[config.mk]
export PLATFORM = sky130hd
export DESIGN_NAME = ilp_lamp
export DESIGN_NICKNAME = d
export VERILOG_FILES = /design/src/rtl/ilp_pkg.sv /design/src/rtl/ilp_lamp.sv
export SDC_FILE = /design/constraint.sdc
export NUM_CORES = 1
export LEC_CHECK = 0
export ABC_AREA = 1
export BUFFER_PORTS_ARGS = -buffer_cell sky130_fd_sc_hd__buf_2
export CAP_MARGIN = 25
export CORE_MARGIN = 2
export CORE_UTILIZATION = 29
export CTS_CLUSTER_DIAMETER = 80
export DETAILED_ROUTE_END_ITERATION = 8
export GPL_ROUTABILITY_DRIVEN = 0
export SYNTH_ARGS = -nofsm -noshare
export SYNTH_HDL_FRONTEND = slang
export SYNTH_SLANG_ARGS = --single-unit
[constraint.sdc]
create_clock -name clk_in -period 4.6 [get_ports clk_in]
set_input_delay 0.92 -clock clk_in [delete_from_list [all_inputs] [get_ports clk_in]]
set_output_delay 0.92 -clock clk_in [all_outputs]
set_load 0.01 [all_outputs]
[src/rtl/ilp_pkg.sv]
// Purpose: shared constants, types and register map of the indicator lamp logic
// Assumes: 50 MHz system clock, AHB-Lite register access with 32-bit data
// Notes:   one lamp per instance; the other lamps are further instances

package ilp_pkg;

  // ----------------------------------------------------------------
  // sizes
  // ----------------------------------------------------------------
  localparam int SLOT_N    = 5;                   // input slots per lamp
  localparam int SRC_W     = 5;                   // width of a source select
  localparam int SRC_N     = 32;                  // internal signals on offer
  localparam int DATA_W    = 32;                  // bus data width
  localparam int ADDR_W    = 32;                  // bus address width
  localparam int ADDR_LSB  = 2;                   // word aligned decode
  localparam int ADDR_DEC  = 8;                   // decoded address bits

  // ----------------------------------------------------------------
  // register byte offsets
  // ----------------------------------------------------------------
  localparam logic [ADDR_DEC-1:0] OFS_CTRL   = 8'h00;  // lamp settings
  localparam logic [ADDR_DEC-1:0] OFS_SELECT = 8'h04;  // source of each slot
  localparam logic [ADDR_DEC-1:0] OFS_STATUS = 8'h08;  // lamp state, read only

  // ----------------------------------------------------------------
  // lamp colour codes
  // ----------------------------------------------------------------
  typedef enum logic [2:0] {
    ILP_DARK        = 3'h0,
    ILP_GREEN       = 3'h1,
    ILP_RED         = 3'h2,
    ILP_RED_FLASH   = 3'h3,
    ILP_GREEN_FLASH = 3'h4
  } ilp_colour_e;

  // ----------------------------------------------------------------
  // settings carried as one word, msb first
  // ----------------------------------------------------------------
  typedef struct packed {
    logic [SRC_W-1:0]  ack_sel;       // acknowledge source
    ilp_colour_e       act_colour;    // colour while lamp is on
    ilp_colour_e       inact_colour;  // colour while lamp is off
    logic              latch_en;      // hold lamp after pickup
    logic [SLOT_N-1:0] invert;        // per slot inversion
  } ilp_cfg_s;

  typedef logic [SLOT_N-1:0][SRC_W-1:0] ilp_sel_t;  // slot source selects

  typedef struct packed {
    logic combined;   // or of all slots now
    logic latched;    // latch held
    logic lamp_on;    // lamp in active state
    logic red;        // red element lit
    logic green;      // green element lit
  } ilp_stat_s;

  localparam int CFG_W  = $bits(ilp_cfg_s);
  localparam int SEL_W  = $bits(ilp_sel_t);
  localparam int STAT_W = $bits(ilp_stat_s);

  // ----------------------------------------------------------------
  // reset values
  // ----------------------------------------------------------------
  localparam ilp_cfg_s CFG_RESET = '{ack_sel: 5'h00, act_colour: ILP_RED,
                                     inact_colour: ILP_DARK, latch_en: 1'b0,
                                     invert: 5'h00};
  localparam ilp_sel_t SEL_RESET = '0;

  // ----------------------------------------------------------------
  // timing
  // ----------------------------------------------------------------
  localparam int CLK_KHZ       = 50000;   // system clock in kHz
  localparam int FLASH_HALF_MS = 250;     // half period of the flash in ms
  localparam int FLASH_HALF_CYC = FLASH_HALF_MS * CLK_KHZ;  // 12,500,000 cycles
  localparam int FLASH_CNT_W   = 24;      // holds FLASH_HALF_CYC

  // ----------------------------------------------------------------
  // ahb encodings
  // ----------------------------------------------------------------
  localparam logic [1:0] HTRANS_NONSEQ = 2'h2;
  localparam logic       HRESP_OKAY    = 1'b0;

endpackage

[src/rtl/ilp_lamp.sv]
// Purpose: one front panel indicator lamp with slot selection, inversion,
//          or-combination, optional latch with acknowledge and two colours
// Assumes: source signals come from logic on clk_in, so they are not synchronised
// Notes:   settings reached over an AHB-Lite slave with zero wait states
//
// Function
// - each slot passes or inverts its source
// - latch holds lamp on after pickup
// - acknowledge clears only once inputs are gone
// - acknowledge acts only while latching is enabled
// - lamp on shows configured active colour
// - lamp off shows inactive colour, default dark

`timescale 1ns/100ps

module ilp_lamp #(
  parameter int FLASH_HALF = ilp_pkg::FLASH_HALF_CYC  // cycles per flash half period
) (
  // clock and reset
  input  wire logic                              clk_in,
  input  wire logic                              rst_in,
  // internal relay signals offered to the slots
  input  wire logic [ilp_pkg::SRC_N-1:0]         src_in,
  // ahb-lite slave
  input  wire logic                              hsel_in,
  input  wire logic [ilp_pkg::ADDR_W-1:0]        haddr_in,
  input  wire logic [1:0]                        htrans_in,
  input  wire logic                              hwrite_in,
  input  wire logic [2:0]                        hsize_in,
  input  wire logic                              hready_in,
  input  wire logic [ilp_pkg::DATA_W-1:0]        hwdata_in,
  output logic      [ilp_pkg::DATA_W-1:0]        hrdata_out,
  output logic                                   hreadyout_out,
  output logic                                   hresp_out,
  // lamp drive
  output logic                                   lamp_red_out,
  output logic                                   lamp_green_out
);

  // ----------------------------------------------------------------
  // declarations
  // ----------------------------------------------------------------
  ilp_pkg::ilp_cfg_s                    cfg_reg;        // lamp settings
  ilp_pkg::ilp_sel_t                    sel_reg;        // slot sources
  logic                                 wr_pend_reg;    // write data phase due
  logic [ilp_pkg::ADDR_DEC-1:0]         wr_addr_reg;    // address of that write
  logic [ilp_pkg::DATA_W-1:0]           hrdata_reg;     // read data phase value
  logic                                 hready_reg;     // always ready once out of reset
  logic [ilp_pkg::FLASH_CNT_W-1:0]      flash_cnt_reg;  // free running divider
  logic                                 flash_ph_reg;   // flash phase, 1 = lit
  logic                                 latched_reg;    // latch holds lamp on
  logic                                 combined_reg;   // registered or of slots
  logic                                 lamp_on_reg;    // registered lamp state
  logic                                 red_reg;        // red element drive
  logic                                 green_reg;      // green element drive
  logic [ilp_pkg::SLOT_N-1:0]           slot_val;       // slot values after inversion
  logic                                 combined;       // or of all slots
  logic                                 ack;            // selected acknowledge level
  logic                                 lamp_on;        // active state now
  ilp_pkg::ilp_colour_e                 colour;         // colour in force now
  logic [1:0]                           drive;          // {red, green} now
  logic                                 addr_ok;        // address phase taken
  logic [ilp_pkg::ADDR_DEC-1:0]         addr_dec;       // decoded address bits
  ilp_pkg::ilp_stat_s                   stat;           // status word
  ilp_pkg::ilp_cfg_s                    cfg_view;       // settings seen by a read
  ilp_pkg::ilp_sel_t                    sel_view;       // selects seen by a read
  logic [ilp_pkg::DATA_W-1:0]           rd_mux;         // read value at address phase

  // ----------------------------------------------------------------
  // colour decode
  // ----------------------------------------------------------------
  // maps a colour and the flash phase to {red, green}; unknown codes stay dark
  function automatic logic [1:0] colour_drive(input ilp_pkg::ilp_colour_e c, input logic ph);
    logic [1:0] d;
    d = 2'h0;
    case (c)
      ilp_pkg::ILP_GREEN:       d = 2'h1;
      ilp_pkg::ILP_RED:         d = 2'h2;
      ilp_pkg::ILP_RED_FLASH:   d = ph ? 2'h2 : 2'h0;
      ilp_pkg::ILP_GREEN_FLASH: d = ph ? 2'h1 : 2'h0;
      default:                  d = 2'h0;              // dark or illegal code
    endcase
    return d;
  endfunction

  // ----------------------------------------------------------------
  // slot and lamp combinational logic
  // ----------------------------------------------------------------
  // each slot picks one source and flips it when its invert bit is set
  always_comb
  begin
    for (int i = 0; i < ilp_pkg::SLOT_N; i++)
    begin
      slot_val[i] = src_in[sel_reg[i]] ^ cfg_reg.invert[i];
    end
  end

  assign combined = |slot_val;
  assign ack      = src_in[cfg_reg.ack_sel];
  assign lamp_on  = combined | latched_reg;
  // active colour while on, inactive colour otherwise
  assign colour   = lamp_on ? cfg_reg.act_colour : cfg_reg.inact_colour;
  assign drive    = colour_drive(colour, flash_ph_reg);

  // ----------------------------------------------------------------
  // latch
  // ----------------------------------------------------------------
  // pickup wins over acknowledge; acknowledge counts only with all slots quiet
  always_ff @(posedge clk_in or posedge rst_in)
  begin
    if (rst_in)
    begin
      latched_reg <= 1'b0;
    end
    else if (!cfg_reg.latch_en)
    begin
      latched_reg <= 1'b0;
    end
    else if (combined)
    begin
      latched_reg <= 1'b1;
    end
    else if (ack)
    begin
      latched_reg <= 1'b0;
    end
  end

  // ----------------------------------------------------------------
  // flash divider
  // ----------------------------------------------------------------
  // free running so every flashing lamp blinks in step
  always_ff @(posedge clk_in or posedge rst_in)
  begin
    if (rst_in)
    begin
      flash_cnt_reg <= '0;
      flash_ph_reg  <= 1'b0;
    end
    else if (flash_cnt_reg == ilp_pkg::FLASH_CNT_W'(FLASH_HALF - 1))
    begin
      flash_cnt_reg <= '0;
      flash_ph_reg  <= ~flash_ph_reg;
    end
    else
    begin
      flash_cnt_reg <= flash_cnt_reg + 1'b1;
    end
  end

  // ----------------------------------------------------------------
  // lamp outputs and status
  // ----------------------------------------------------------------
  // registered so the pins never glitch while selects change
  always_ff @(posedge clk_in or posedge rst_in)
  begin
    if (rst_in)
    begin
      combined_reg <= 1'b0;
      lamp_on_reg  <= 1'b0;
      red_reg      <= 1'b0;
      green_reg    <= 1'b0;
    end
    else
    begin
      combined_reg <= combined;
      lamp_on_reg  <= lamp_on;
      red_reg      <= drive[1];
      green_reg    <= drive[0];
    end
  end

  assign lamp_red_out   = red_reg;
  assign lamp_green_out = green_reg;

  // ----------------------------------------------------------------
  // bus address phase
  // ----------------------------------------------------------------
  assign addr_ok  = hsel_in & hready_in & (htrans_in == ilp_pkg::HTRANS_NONSEQ);
  assign addr_dec = {haddr_in[ilp_pkg::ADDR_DEC-1:ilp_pkg::ADDR_LSB], ilp_pkg::ADDR_LSB'(0)};

  // a write in its data phase lands at the same edge a read samples, so forward it
  always_comb
  begin
    cfg_view = cfg_reg;
    sel_view = sel_reg;
    if (wr_pend_reg && (wr_addr_reg == ilp_pkg::OFS_CTRL))
    begin
      cfg_view = ilp_pkg::ilp_cfg_s'(hwdata_in[ilp_pkg::CFG_W-1:0]);
    end
    if (wr_pend_reg && (wr_addr_reg == ilp_pkg::OFS_SELECT))
    begin
      sel_view = ilp_pkg::ilp_sel_t'(hwdata_in[ilp_pkg::SEL_W-1:0]);
    end
    stat = '{combined: combined_reg, latched: latched_reg, lamp_on: lamp_on_reg,
             red: red_reg, green: green_reg};
    case (addr_dec)
      ilp_pkg::OFS_CTRL:   rd_mux = ilp_pkg::DATA_W'(cfg_view);
      ilp_pkg::OFS_SELECT: rd_mux = ilp_pkg::DATA_W'(sel_view);
      ilp_pkg::OFS_STATUS: rd_mux = ilp_pkg::DATA_W'(stat);
      default:             rd_mux = '0;   // unmapped reads as zero
    endcase
  end

  // ----------------------------------------------------------------
  // bus phases and read data
  // ----------------------------------------------------------------
  // zero wait states: read data is fixed at the address phase edge
  always_ff @(posedge clk_in or posedge rst_in)
  begin
    if (rst_in)
    begin
      wr_pend_reg <= 1'b0;
      wr_addr_reg <= '0;
      hrdata_reg  <= '0;
      hready_reg  <= 1'b0;
    end
    else
    begin
      hready_reg  <= 1'b1;
      wr_pend_reg <= addr_ok & hwrite_in;
      if (addr_ok)
      begin
        wr_addr_reg <= addr_dec;
      end
      if (addr_ok && !hwrite_in)
      begin
        hrdata_reg <= rd_mux;
      end
    end
  end

  assign hrdata_out    = hrdata_reg;
  assign hreadyout_out = hready_reg;
  assign hresp_out     = ilp_pkg::HRESP_OKAY;

  // ----------------------------------------------------------------
  // settings registers
  // ----------------------------------------------------------------
  // written in the data phase; status and unmapped writes are dropped
  always_ff @(posedge clk_in or posedge rst_in)
  begin
    if (rst_in)
    begin
      cfg_reg <= ilp_pkg::CFG_RESET;
      sel_reg <= ilp_pkg::SEL_RESET;
    end
    else if (wr_pend_reg)
    begin
      if (wr_addr_reg == ilp_pkg::OFS_CTRL)
      begin
        cfg_reg <= ilp_pkg::ilp_cfg_s'(hwdata_in[ilp_pkg::CFG_W-1:0]);
      end
      if (wr_addr_reg == ilp_pkg::OFS_SELECT)
      begin
        sel_reg <= ilp_pkg::ilp_sel_t'(hwdata_in[ilp_pkg::SEL_W-1:0]);
      end
    end
  end

  // hsize is not checked: only whole word transfers are expected
  logic unused_ok;
  assign unused_ok = ^{hsize_in, haddr_in[ilp_pkg::ADDR_W-1:ilp_pkg::ADDR_DEC], haddr_in[1:0]};

endmodule

**Word-level counts from Yosys, hierarchy flattened**

Cells that the tools add are included.
Widths: inputs -> output; s select.

- Add/subtract/negate cells: 1
- Multiply operators: 0
- Div/mod/pow operators: 0
- $lt $le $gt $ge: 6
- Equal/unequal tests: 10
- Shift-type cells: 0
- Multiplexer cells: 23
- Bitwise gates (word level): 10
- Reduce and logical (&&, ||, !) cells: 9

Operator list:

| cell | number |
|---|---|
| $pmux 25 s3 | 1 |
| $lt 5x6->1 const B | 6 |
| $bmux 1 s5 | 6 |
| $mux 25 | 1 |
| $add 24x1->24 const B | 1 |
| $eq 24x24->1 const B | 1 |
| $mux 24 | 1 |
| $mux 17 | 1 |
| $logic_not 8->1 | 2 |
| $eq 6x1->1 const B | 2 |
| $mux 1 | 10 |
| $pmux 2 s4 | 1 |
| $eq 3x2->1 const B | 2 |
| $eq 6x2->1 const B | 1 |
| $reduce_or 5->1 | 1 |
| $xor 1x1->1 | 5 |
| $reduce_and 2->1 | 2 |
| $and 1x1->1 | 3 |
| $eq 3x1->1 const B | 1 |
| $eq 3x3->1 const B | 1 |
| $logic_and 1x1->1 | 3 |
| $mux 3 | 1 |
| $ne 3x1->1 const B | 1 |
| $eq 2x2->1 const B | 1 |
| 4 further kinds | 4 |

- Flip-flop bits (word level): 112
- Latch bits: 0
- Bits in writable memories: 0
- ROM bits: 0
- Input port bits: 106
- Output and inout bits: 36
- Word-level logic and storage cells: 80
- Memories: 0

**Longest topological paths before layout**

Gate-level depths: netlist of the first run.

- Depth in word-level cells: 8
- Gate-level depth with buffers: 20

**Worst setup path before layout of the first run**

No wires, ideal clock.

- Path type: input-to-reg
- From: in hready_in
- To: reg hrdata_reg (netlist bit hrdata_out[17])
- Library setup time: 0.129 ns
- Data arrival time: 2.223 ns
- Required time: 4.471 ns
- Slack: 2.248 ns
- Stages on the path: 8
- Cells stage by stage: inv_1 -> nor3_2 -> clkinv_1 -> nor2_2 -> inv_2 -> clkbuf_1 -> nand2_1 -> o21ai_0

- Longest elaborated chain between the ends: 3

RTL lines:

| item | RTL line | RTL |
|---|---|---|
| start, declared | ilp_lamp.sv:30 | `input wire logic hready_in,` |
| $and 1x1->1 (2 in a row) | ilp_lamp.sv:179 | `assign addr_ok = hsel_in & hready_in & (htrans_in == ilp_pkg::HTRANS_NONSEQ);` |
| $logic_and 1x1->1 | ilp_lamp.sv:226 | `if (addr_ok && !hwrite_in)` |
| end signal, assigned | ilp_lamp.sv:228 | `hrdata_reg <= rd_mux;` |
| end, declared | ilp_lamp.sv:47 | `logic [ilp_pkg::DATA_W-1:0] hrdata_reg;` |

Every way passes these cells.
A chain may end at the register's enable or synchronous reset.

**Worst setup path in the final report of the first run**

- From: reg sel_reg[10] (netlist bit)
- To: reg red_reg, in the netlist lamp_red_out

- Longest elaborated chain between the ends: 8
- Elaborated cells between the ends (all ways): 11
- Those cells by class: eq/ne: 4; mux: 4; bitwise: 2; reduce/logical: 1

RTL lines:

| item | RTL line | RTL |
|---|---|---|
| start, declared | ilp_lamp.sv:44 | `ilp_pkg::ilp_sel_t sel_reg;` |
| start signal, assigned | ilp_lamp.sv:246 | `sel_reg <= ilp_pkg::SEL_RESET;` |
| start signal, assigned | ilp_lamp.sv:256 | `sel_reg <= ilp_pkg::ilp_sel_t'(hwdata_in[ilp_pkg::SEL_W-1:0]);` |
| $bmux 1 s5 * | ilp_lamp.sv:94 | `slot_val[i] = src_in[sel_reg[i]] ^ cfg_reg.invert[i];` |
| $mux 1 (not written as such) * | ilp_lamp.sv:94 |  |
| $xor 1x1->1 * | ilp_lamp.sv:94 |  |
| $reduce_or 5->1 * | ilp_lamp.sv:98 | `assign combined = \|slot_val;` |
| $or 1x1->1 * | ilp_lamp.sv:100 | `assign lamp_on = combined \| latched_reg;` |
| named net lamp_on | ilp_lamp.sv:59 | `logic lamp_on;` |
| $mux 3 * | ilp_lamp.sv:102 | `assign colour = lamp_on ? cfg_reg.act_colour : cfg_reg.inact_colour;` |
| $eq 3x3->1 (tied with other cells) | ilp_lamp.sv:76 | `case (c)` |
| $pmux 2 s4 * | ilp_lamp.sv:76 |  |
| named net drive[1] | ilp_lamp.sv:61 | `logic [1:0] drive;` |
| end signal, assigned | ilp_lamp.sv:168 | `red_reg <= drive[1];` |
| end, declared | ilp_lamp.sv:54 | `logic red_reg;` |

Mark *: on every way through the listed nets, which the timed path passes. The rest lies on a longest branch. The select of a mux whose other input is x is not followed.

==> out/results.ini, run 1 <==
[status]
outcome=finished, final reports clean

[yosys]
async_flop_share_pct=100
syn_area_per_cell_sq_um=6.81
synthSimpleGateAreaFrac_pct=36.7
yosys_warnings=0
yosysUniqueCellTypes=43
synth-compound-area-share_pct=12.6
netlist.area_leader.share_pct=38.4
synth-adder-area-share_pct=0.185
ys_seq_area_share_pct=38.8
syn_area_sq_um=6780
synth_mux_area_share_pct=0
netlist_instances=996
synth_edf_count=0
synth-main-ff-cell=dfrtp_1
synth_area_leaders=dfrtp_1 38%, nand2_1 20%, nand3_1 11%, inv_1 5.9%, o21ai_0 4.9%
synth.ff_latch_count=105
synth_xor_area_share_pct=0.388
synth_area_leader_cell=dfrtp_1
synth_top_family_by_area=simple AND/OR/NAND/NOR gates

[clock_network]
cts_tree=done
clk_pin_slew_worst_paths_ns=0.08
h-tree-depth=3
clock-root-buffer=clkbuf_16
cts.path.max_buffers=2
numCtsBuffers=9
cts_num_sinks=105
cts_resized=0
cts_setup_buffers=0
insertion_delay_ns=0.36
cts_hold_repair.buffers=0

[placed_design]
portBuffers=97
post-place-ws_ns=1.84
place_inst=1372
dp_hpwl_um=15900

[pwr]
clockPowerShare_pct=29.9
leakagePower_nw=3.97
power_mw=2.69
vdd_drop_max_mv=0.197
powerDensity_nw_per_um2=346
seq_power_share_pct=42.3
p_switching_mw=1.02
pwr-share-comb_pct=27.8
internal_power_mw=1.68
power.share.switching_pct=37.8

[grt]
grt_pass1_vias=6378
grt_max_degree=51
grt_remaining_overflow=0
grt_pass1_wl_um=33700
grt_antenna_before_repair=6
grt_usage_pct=17.7

[die]
core_sq_um=22800
die_w_um=157
fp.dieArea_sq_um=24600
die_y_um=157
initial_core_util_pct=29.8
ios=142
num_rows=55

[sta]
setup-violations-final=0
holdWs_ns=0.457
finalClockSkew_ns=0.0109
rsz0062_at_grt=false
setup_ws_ns=1.98
hold_viol=0
relSlewSlack_pct=47.5
fmax_mhz=382
worst_slew_pin_slew_ns=0.787
totalNegativeSetupSlack_ns=0
period_share_pct=57.0
period_minus_slack_ns=2.62
slew_viol_final=0

[final_layout]
fin_cells=1391
finalNetCount=1179
syn_to_final_growth_pct=14.7
multi_input_area_sq_um=3420
fillerInstances=2486
regArea_sq_um=2630
drive_above_1_share_pct=13.8

[setup_path]
critPathKind=register to register
reg2reg_from=sel_reg[10]
reg2reg_to=lamp_red_out
rrSetupSlack_ns=1.98
path_cells=inv_2, nand2_1, nand3_1, nand3_1, nand3_1, nand3_1, nand2_1, nand2_1, nand2_1, nor2_4, nand3_4, or2_0, nand3_1, nor2_1
end_kind=register
critPathBufInv=1
startpoint_type=register
crit_arrival_ns=2.88
required_ns=4.86
worstSetupStartpoint=sel_reg[10]
path_delay_family=simple AND/OR/NAND/NOR gates
reg2reg_depth=14
crit_top_cell=nand3_1
cp_max_fo=25
crit_cells=14
cp-endpoint=lamp_red_out
slowest_stage=dfrtp_1
max_stage_delay_ns=0.85

[detailed_routing]
ant_nets=0
routedWlPerCell_um=15.3
drt-total-wl_um=21300
via_per_inst=4.92
num_vias=6840
firstDrtPassIters=5
drc=0
drtIter0Drc=591

[flow_run]
max_cap_viol_count=0

[min_path]
min_from=flash_cnt_reg[0]
min_path_type=register to register

worst min path at each step:
stage | end | slack, ns | cells past startpoint
CTS | flash_cnt_reg[0] | 0.46 | 1
global placement | flash_cnt_reg[0] | 0.45 | 1
floorplan | flash_cnt_reg[0] | 0.43 | 1
detailed placement | flash_cnt_reg[0] | 0.45 | 1
finish | flash_cnt_reg[0] | 0.46 | 1
global route | flash_cnt_reg[0] | 0.49 | 1
cell usage after synthesis, drive strengths merged, types with 2 or more instances:
library cell and count:
conb 2, and3 2, nand2 357, o211ai 9, nand4 11, o21ai 75
dfrtp 104, o21a 10, xor2 2, a211oi 2, a21oi 32, a22o 12
clkbuf 17, nor3 11, clkinv 2, nand3 146, nor4 6, inv 116
a31oi 3, buf 29, nor2 40
logic make-up after synthesis:
| kind of cell | count (synthesis) |
|---|---|
| other | 2 |
| adder cells (fa/ha/maj) | 1 |
| flip-flops | 105 |
| AND/OR/NAND/NOR | 575 |
| AO/OA/AOI/OAI | 146 |
| buffers and inverters | 164 |
| XOR/XNOR | 3 |
area by class of cell:
type	instances	area share [%]
sequential	105	33.8
antenna	1	0.0322
clock inverter	6	0.901
tap	313	5.03
clock buffer	10	3.07
inverter	118	5.82
timing repair buffer	104	7.33
multi-input combinational	734	44.0
layer usage:
layer,GRT usage [%],part of all wire (%),vias up
met4,8.56,3.5,8
met3,4.10,9.2,56
met1,25.0,46,3132
met5,0,0.25,-
li1,-,-,3372
met2,25.4,41,272
metrics by stage:
step                      util, %  instance area, sq um
after floorplan                 -                  6810
after global placement       32.6                  7420
after detailed placement     32.6                  7420
after CTS                    33.9                  7730
after global routing         34.2                  7780
final                        34.2                  7780
cells in the final DEF, fill, tap and decap left out, drive strengths merged, types with 2 or more instances in the layout:
master  count
a211oi      2
a21oi      32
a22o       12
a31oi       3
and3        2
buf       104
clkbuf     10
clkinv      5
conb        9
dfrtp     104
inv       119
nand2     357
nand3     146
nand4      11
nor2       40
nor3       11
nor4        6
o211ai      9
o21a       10
o21ai      75
xor2        2
power groups by stage:
stage | registers [mW] | clock network (mW) | logic, mW
6_report | 1.14 | 0.806 | 0.750
5_1_grt | 1.15 | 0.860 | 0.851
4_1_cts | 1.14 | 0.822 | 0.746
3_5_place_dp | 1.15 | 0 | 0.743
3_3_place_gp | 1.15 | 0 | 0.737
2_1_floorplan | 1.08 | 0 | 0.624
Note: power is estimated with default switching activity, not from simulation.
==> run 2, diff against run 1 <==
==> constraint.sdc (replaced) <==
create_clock -name clk_in -period 2.7 [get_ports clk_in]
set_input_delay 0.54 -clock clk_in [delete_from_list [all_inputs] [get_ports clk_in]]
set_output_delay 0.54 -clock clk_in [all_outputs]
set_load 0.01 [all_outputs]
==> run 2 against run 1 <==
Power is 71% higher. Via count is 0.29% lower. Hold slack worse by 0.12 ns. Largest cell class unchanged. Sequential share of layout area is 0.14 points lower. Clock power is 71% higher. First-iteration DRC count is 26% lower. Sequential cell count stayed put. Largest power group unchanged. Global-route usage is 0.35 points higher.
==> out/results.ini, run 2 (synthesized netlist as in run 1, its figures left out) <==
[status]
outcome=finished, final reports clean  ; unchanged

[sta]
period_share_pct=88.9  ; was 57.0%
rsz0062_at_grt=false  ; unchanged
slew_viol_final=0  ; unchanged
period_minus_slack_ns=2.40  ; was 2.62 ns
finalClockSkew_ns=0.0111  ; was 0.0109 ns
worst_slew_pin_slew_ns=0.660  ; was 0.787 ns
setup-violations-final=0  ; unchanged
holdWs_ns=0.333  ; was 0.457 ns
relSlewSlack_pct=55.6  ; was 47.5%
hold_viol=0  ; unchanged
totalNegativeSetupSlack_ns=0  ; unchanged
fmax_mhz=416  ; was 382 MHz

[pwr]
powerDensity_nw_per_um2=590  ; was 346 nW/um^2
power_mw=4.60  ; was 2.69 mW
vdd_drop_max_mv=0.361  ; was 0.197 mV
leakagePower_nw=3.99  ; was 3.97 nW

[setup_path]
cp-endpoint=lamp_green_out  ; was lamp_red_out
crit_top_cell=nand2_1  ; was nand3_1
path_delay_family=simple AND/OR/NAND/NOR gates  ; unchanged
slowest_stage=dfrtp_1  ; unchanged
cp_max_fo=17  ; was 25
path_cells=inv_4, nand2_1, nand3_1, nand3_1, nand2_1, nand2_1, nand3_2, nand2_1, nand2_1, nand2_1, nand2_2, nor2_8, nand3_4, nand2_1, nand2_1, nand2_1, nand2_1, nor2_1  ; was inv_2, nand2_1, nand3_1, nand3_1, nand3_1, nand3_1, nand2_1, nand2_1, nand2_1, nor2_4, nand3_4, or2_0, nand3_1, nor2_1
crit_arrival_ns=2.69  ; was 2.88 ns
end_kind=register  ; unchanged
max_stage_delay_ns=0.72  ; was 0.85 ns
worstSetupStartpoint=sel_reg[0]  ; was sel_reg[10]
startpoint_type=register  ; unchanged
crit_cells=18  ; was 14
rrSetupSlack_ns=0.30  ; was 1.98 ns
reg2reg_depth=18  ; was 14
critPathKind=register to register  ; unchanged
reg2reg_to=lamp_green_out  ; was lamp_red_out
required_ns=2.99  ; was 4.86 ns
critPathBufInv=1  ; unchanged
reg2reg_from=sel_reg[0]  ; was sel_reg[10]

[die]
die_y_um=157  ; unchanged
die_w_um=157  ; unchanged
ios=142  ; unchanged
num_rows=55  ; unchanged
core_sq_um=22800  ; unchanged
fp.dieArea_sq_um=24600  ; unchanged
initial_core_util_pct=29.8  ; unchanged

[detailed_routing]
via_per_inst=4.88  ; was 4.92
drt-total-wl_um=21300  ; about the same
drtIter0Drc=436  ; was 591
drc=0  ; unchanged
firstDrtPassIters=5  ; unchanged
ant_nets=0  ; unchanged
routedWlPerCell_um=15.3  ; about the same
num_vias=6820  ; was 6,840

[clock_network]
cts_tree=done  ; unchanged
cts_setup_buffers=0  ; unchanged
clock-root-buffer=clkbuf_16  ; unchanged
insertion_delay_ns=0.36  ; about the same
clk_pin_slew_worst_paths_ns=0.08  ; about the same
cts_resized=0  ; unchanged
cts.path.max_buffers=2  ; unchanged
cts_num_sinks=105  ; unchanged
h-tree-depth=3  ; unchanged
cts_hold_repair.buffers=0  ; unchanged
numCtsBuffers=9  ; unchanged

[final_layout]
finalNetCount=1186  ; was 1,179
syn_to_final_growth_pct=15.2  ; was 14.7%
drive_above_1_share_pct=14.4  ; was 13.8%
layout_commonest_cell=nand2_1  ; unchanged
layout_common_cells=354 x nand2_1, 143 x nand3_1, 106 x inv_1  ; unchanged

[grt]
grt_remaining_overflow=0  ; unchanged
grt_antenna_before_repair=4  ; was 6
grt_pass1_wl_um=34400  ; was 33,700 um
grt_max_degree=106  ; was 51
grt_usage_pct=18.0  ; was 17.7%
grt_pass1_vias=6480  ; was 6,378

[placed_design]
dp_hpwl_um=15900  ; about the same
portBuffers=97  ; unchanged

[flow_run]
max_cap_viol_count=0  ; unchanged

[min_path]
min_path_type=primary input to asynchronous set/reset pin  ; was register to register

-- run 2: worst min-delay path by stage --
stage | slack, ns | end | start
6_report | 0.33 | hrdata_out[13] | rst_in
5_1_grt | 0.38 | wr_addr_reg[6] | haddr_in[6]
4_1_cts | 0.36 | wr_addr_reg[5] | rst_in
3_5_place_dp | 0.46 | hrdata_out[2] | hrdata_out[2]
3_3_place_gp | 0.44 | flash_cnt_reg[0] | flash_cnt_reg[0]
2_1_floorplan | 0.43 | flash_cnt_reg[0] | flash_cnt_reg[0]
-- run 2: power by group --
part           switching (mW)  internal (mW)
clock network           0.694          0.683
logic                   0.885          0.454
registers               0.157           1.73
total                    1.74           2.87
-- run 2: metrics by stage --
step	worst slack, ns	instance area (sq um)	util (%)	cells
2_1_floorplan	0.728	6810	-	1003
3_3_place_gp	0.343	7500	32.9	1381
3_5_place_dp	0.331	7500	32.9	1381
4_1_cts	0.350	7810	34.3	1397
5_1_grt	0.00196	7810	34.3	1397
6_report	0.299	7810	34.3	1398
-- run 2: cell type report --
type,instances,area [sq um]
diodes,1,2.50
clock buffers,10,239
clock inverters,6,67.6
fillers,2499,15000
inverters,118,454
multi-input cells,734,3420
flip-flops and latches,105,2630
well taps,313,392
repair buffers,111,603
-- run 2: worst reg2reg max path: cells and delay by family, from the launching register on --
kind                   cells  cell delay (ns)
and+or+nand+nor           17             1.43
DFF                        1             0.72
buffers and inverters      1             0.19
-- run 2: layer usage --
layer | share of wire, % | vias to the layer above | track usage, %
met5 | 0.20 | - | 0
met4 | 3.0 | 6 | 7.08
met3 | 8.5 | 50 | 4.74
met2 | 42 | 235 | 26.7
met1 | 46 | 3141 | 25.1
li1 | - | 3388 | -
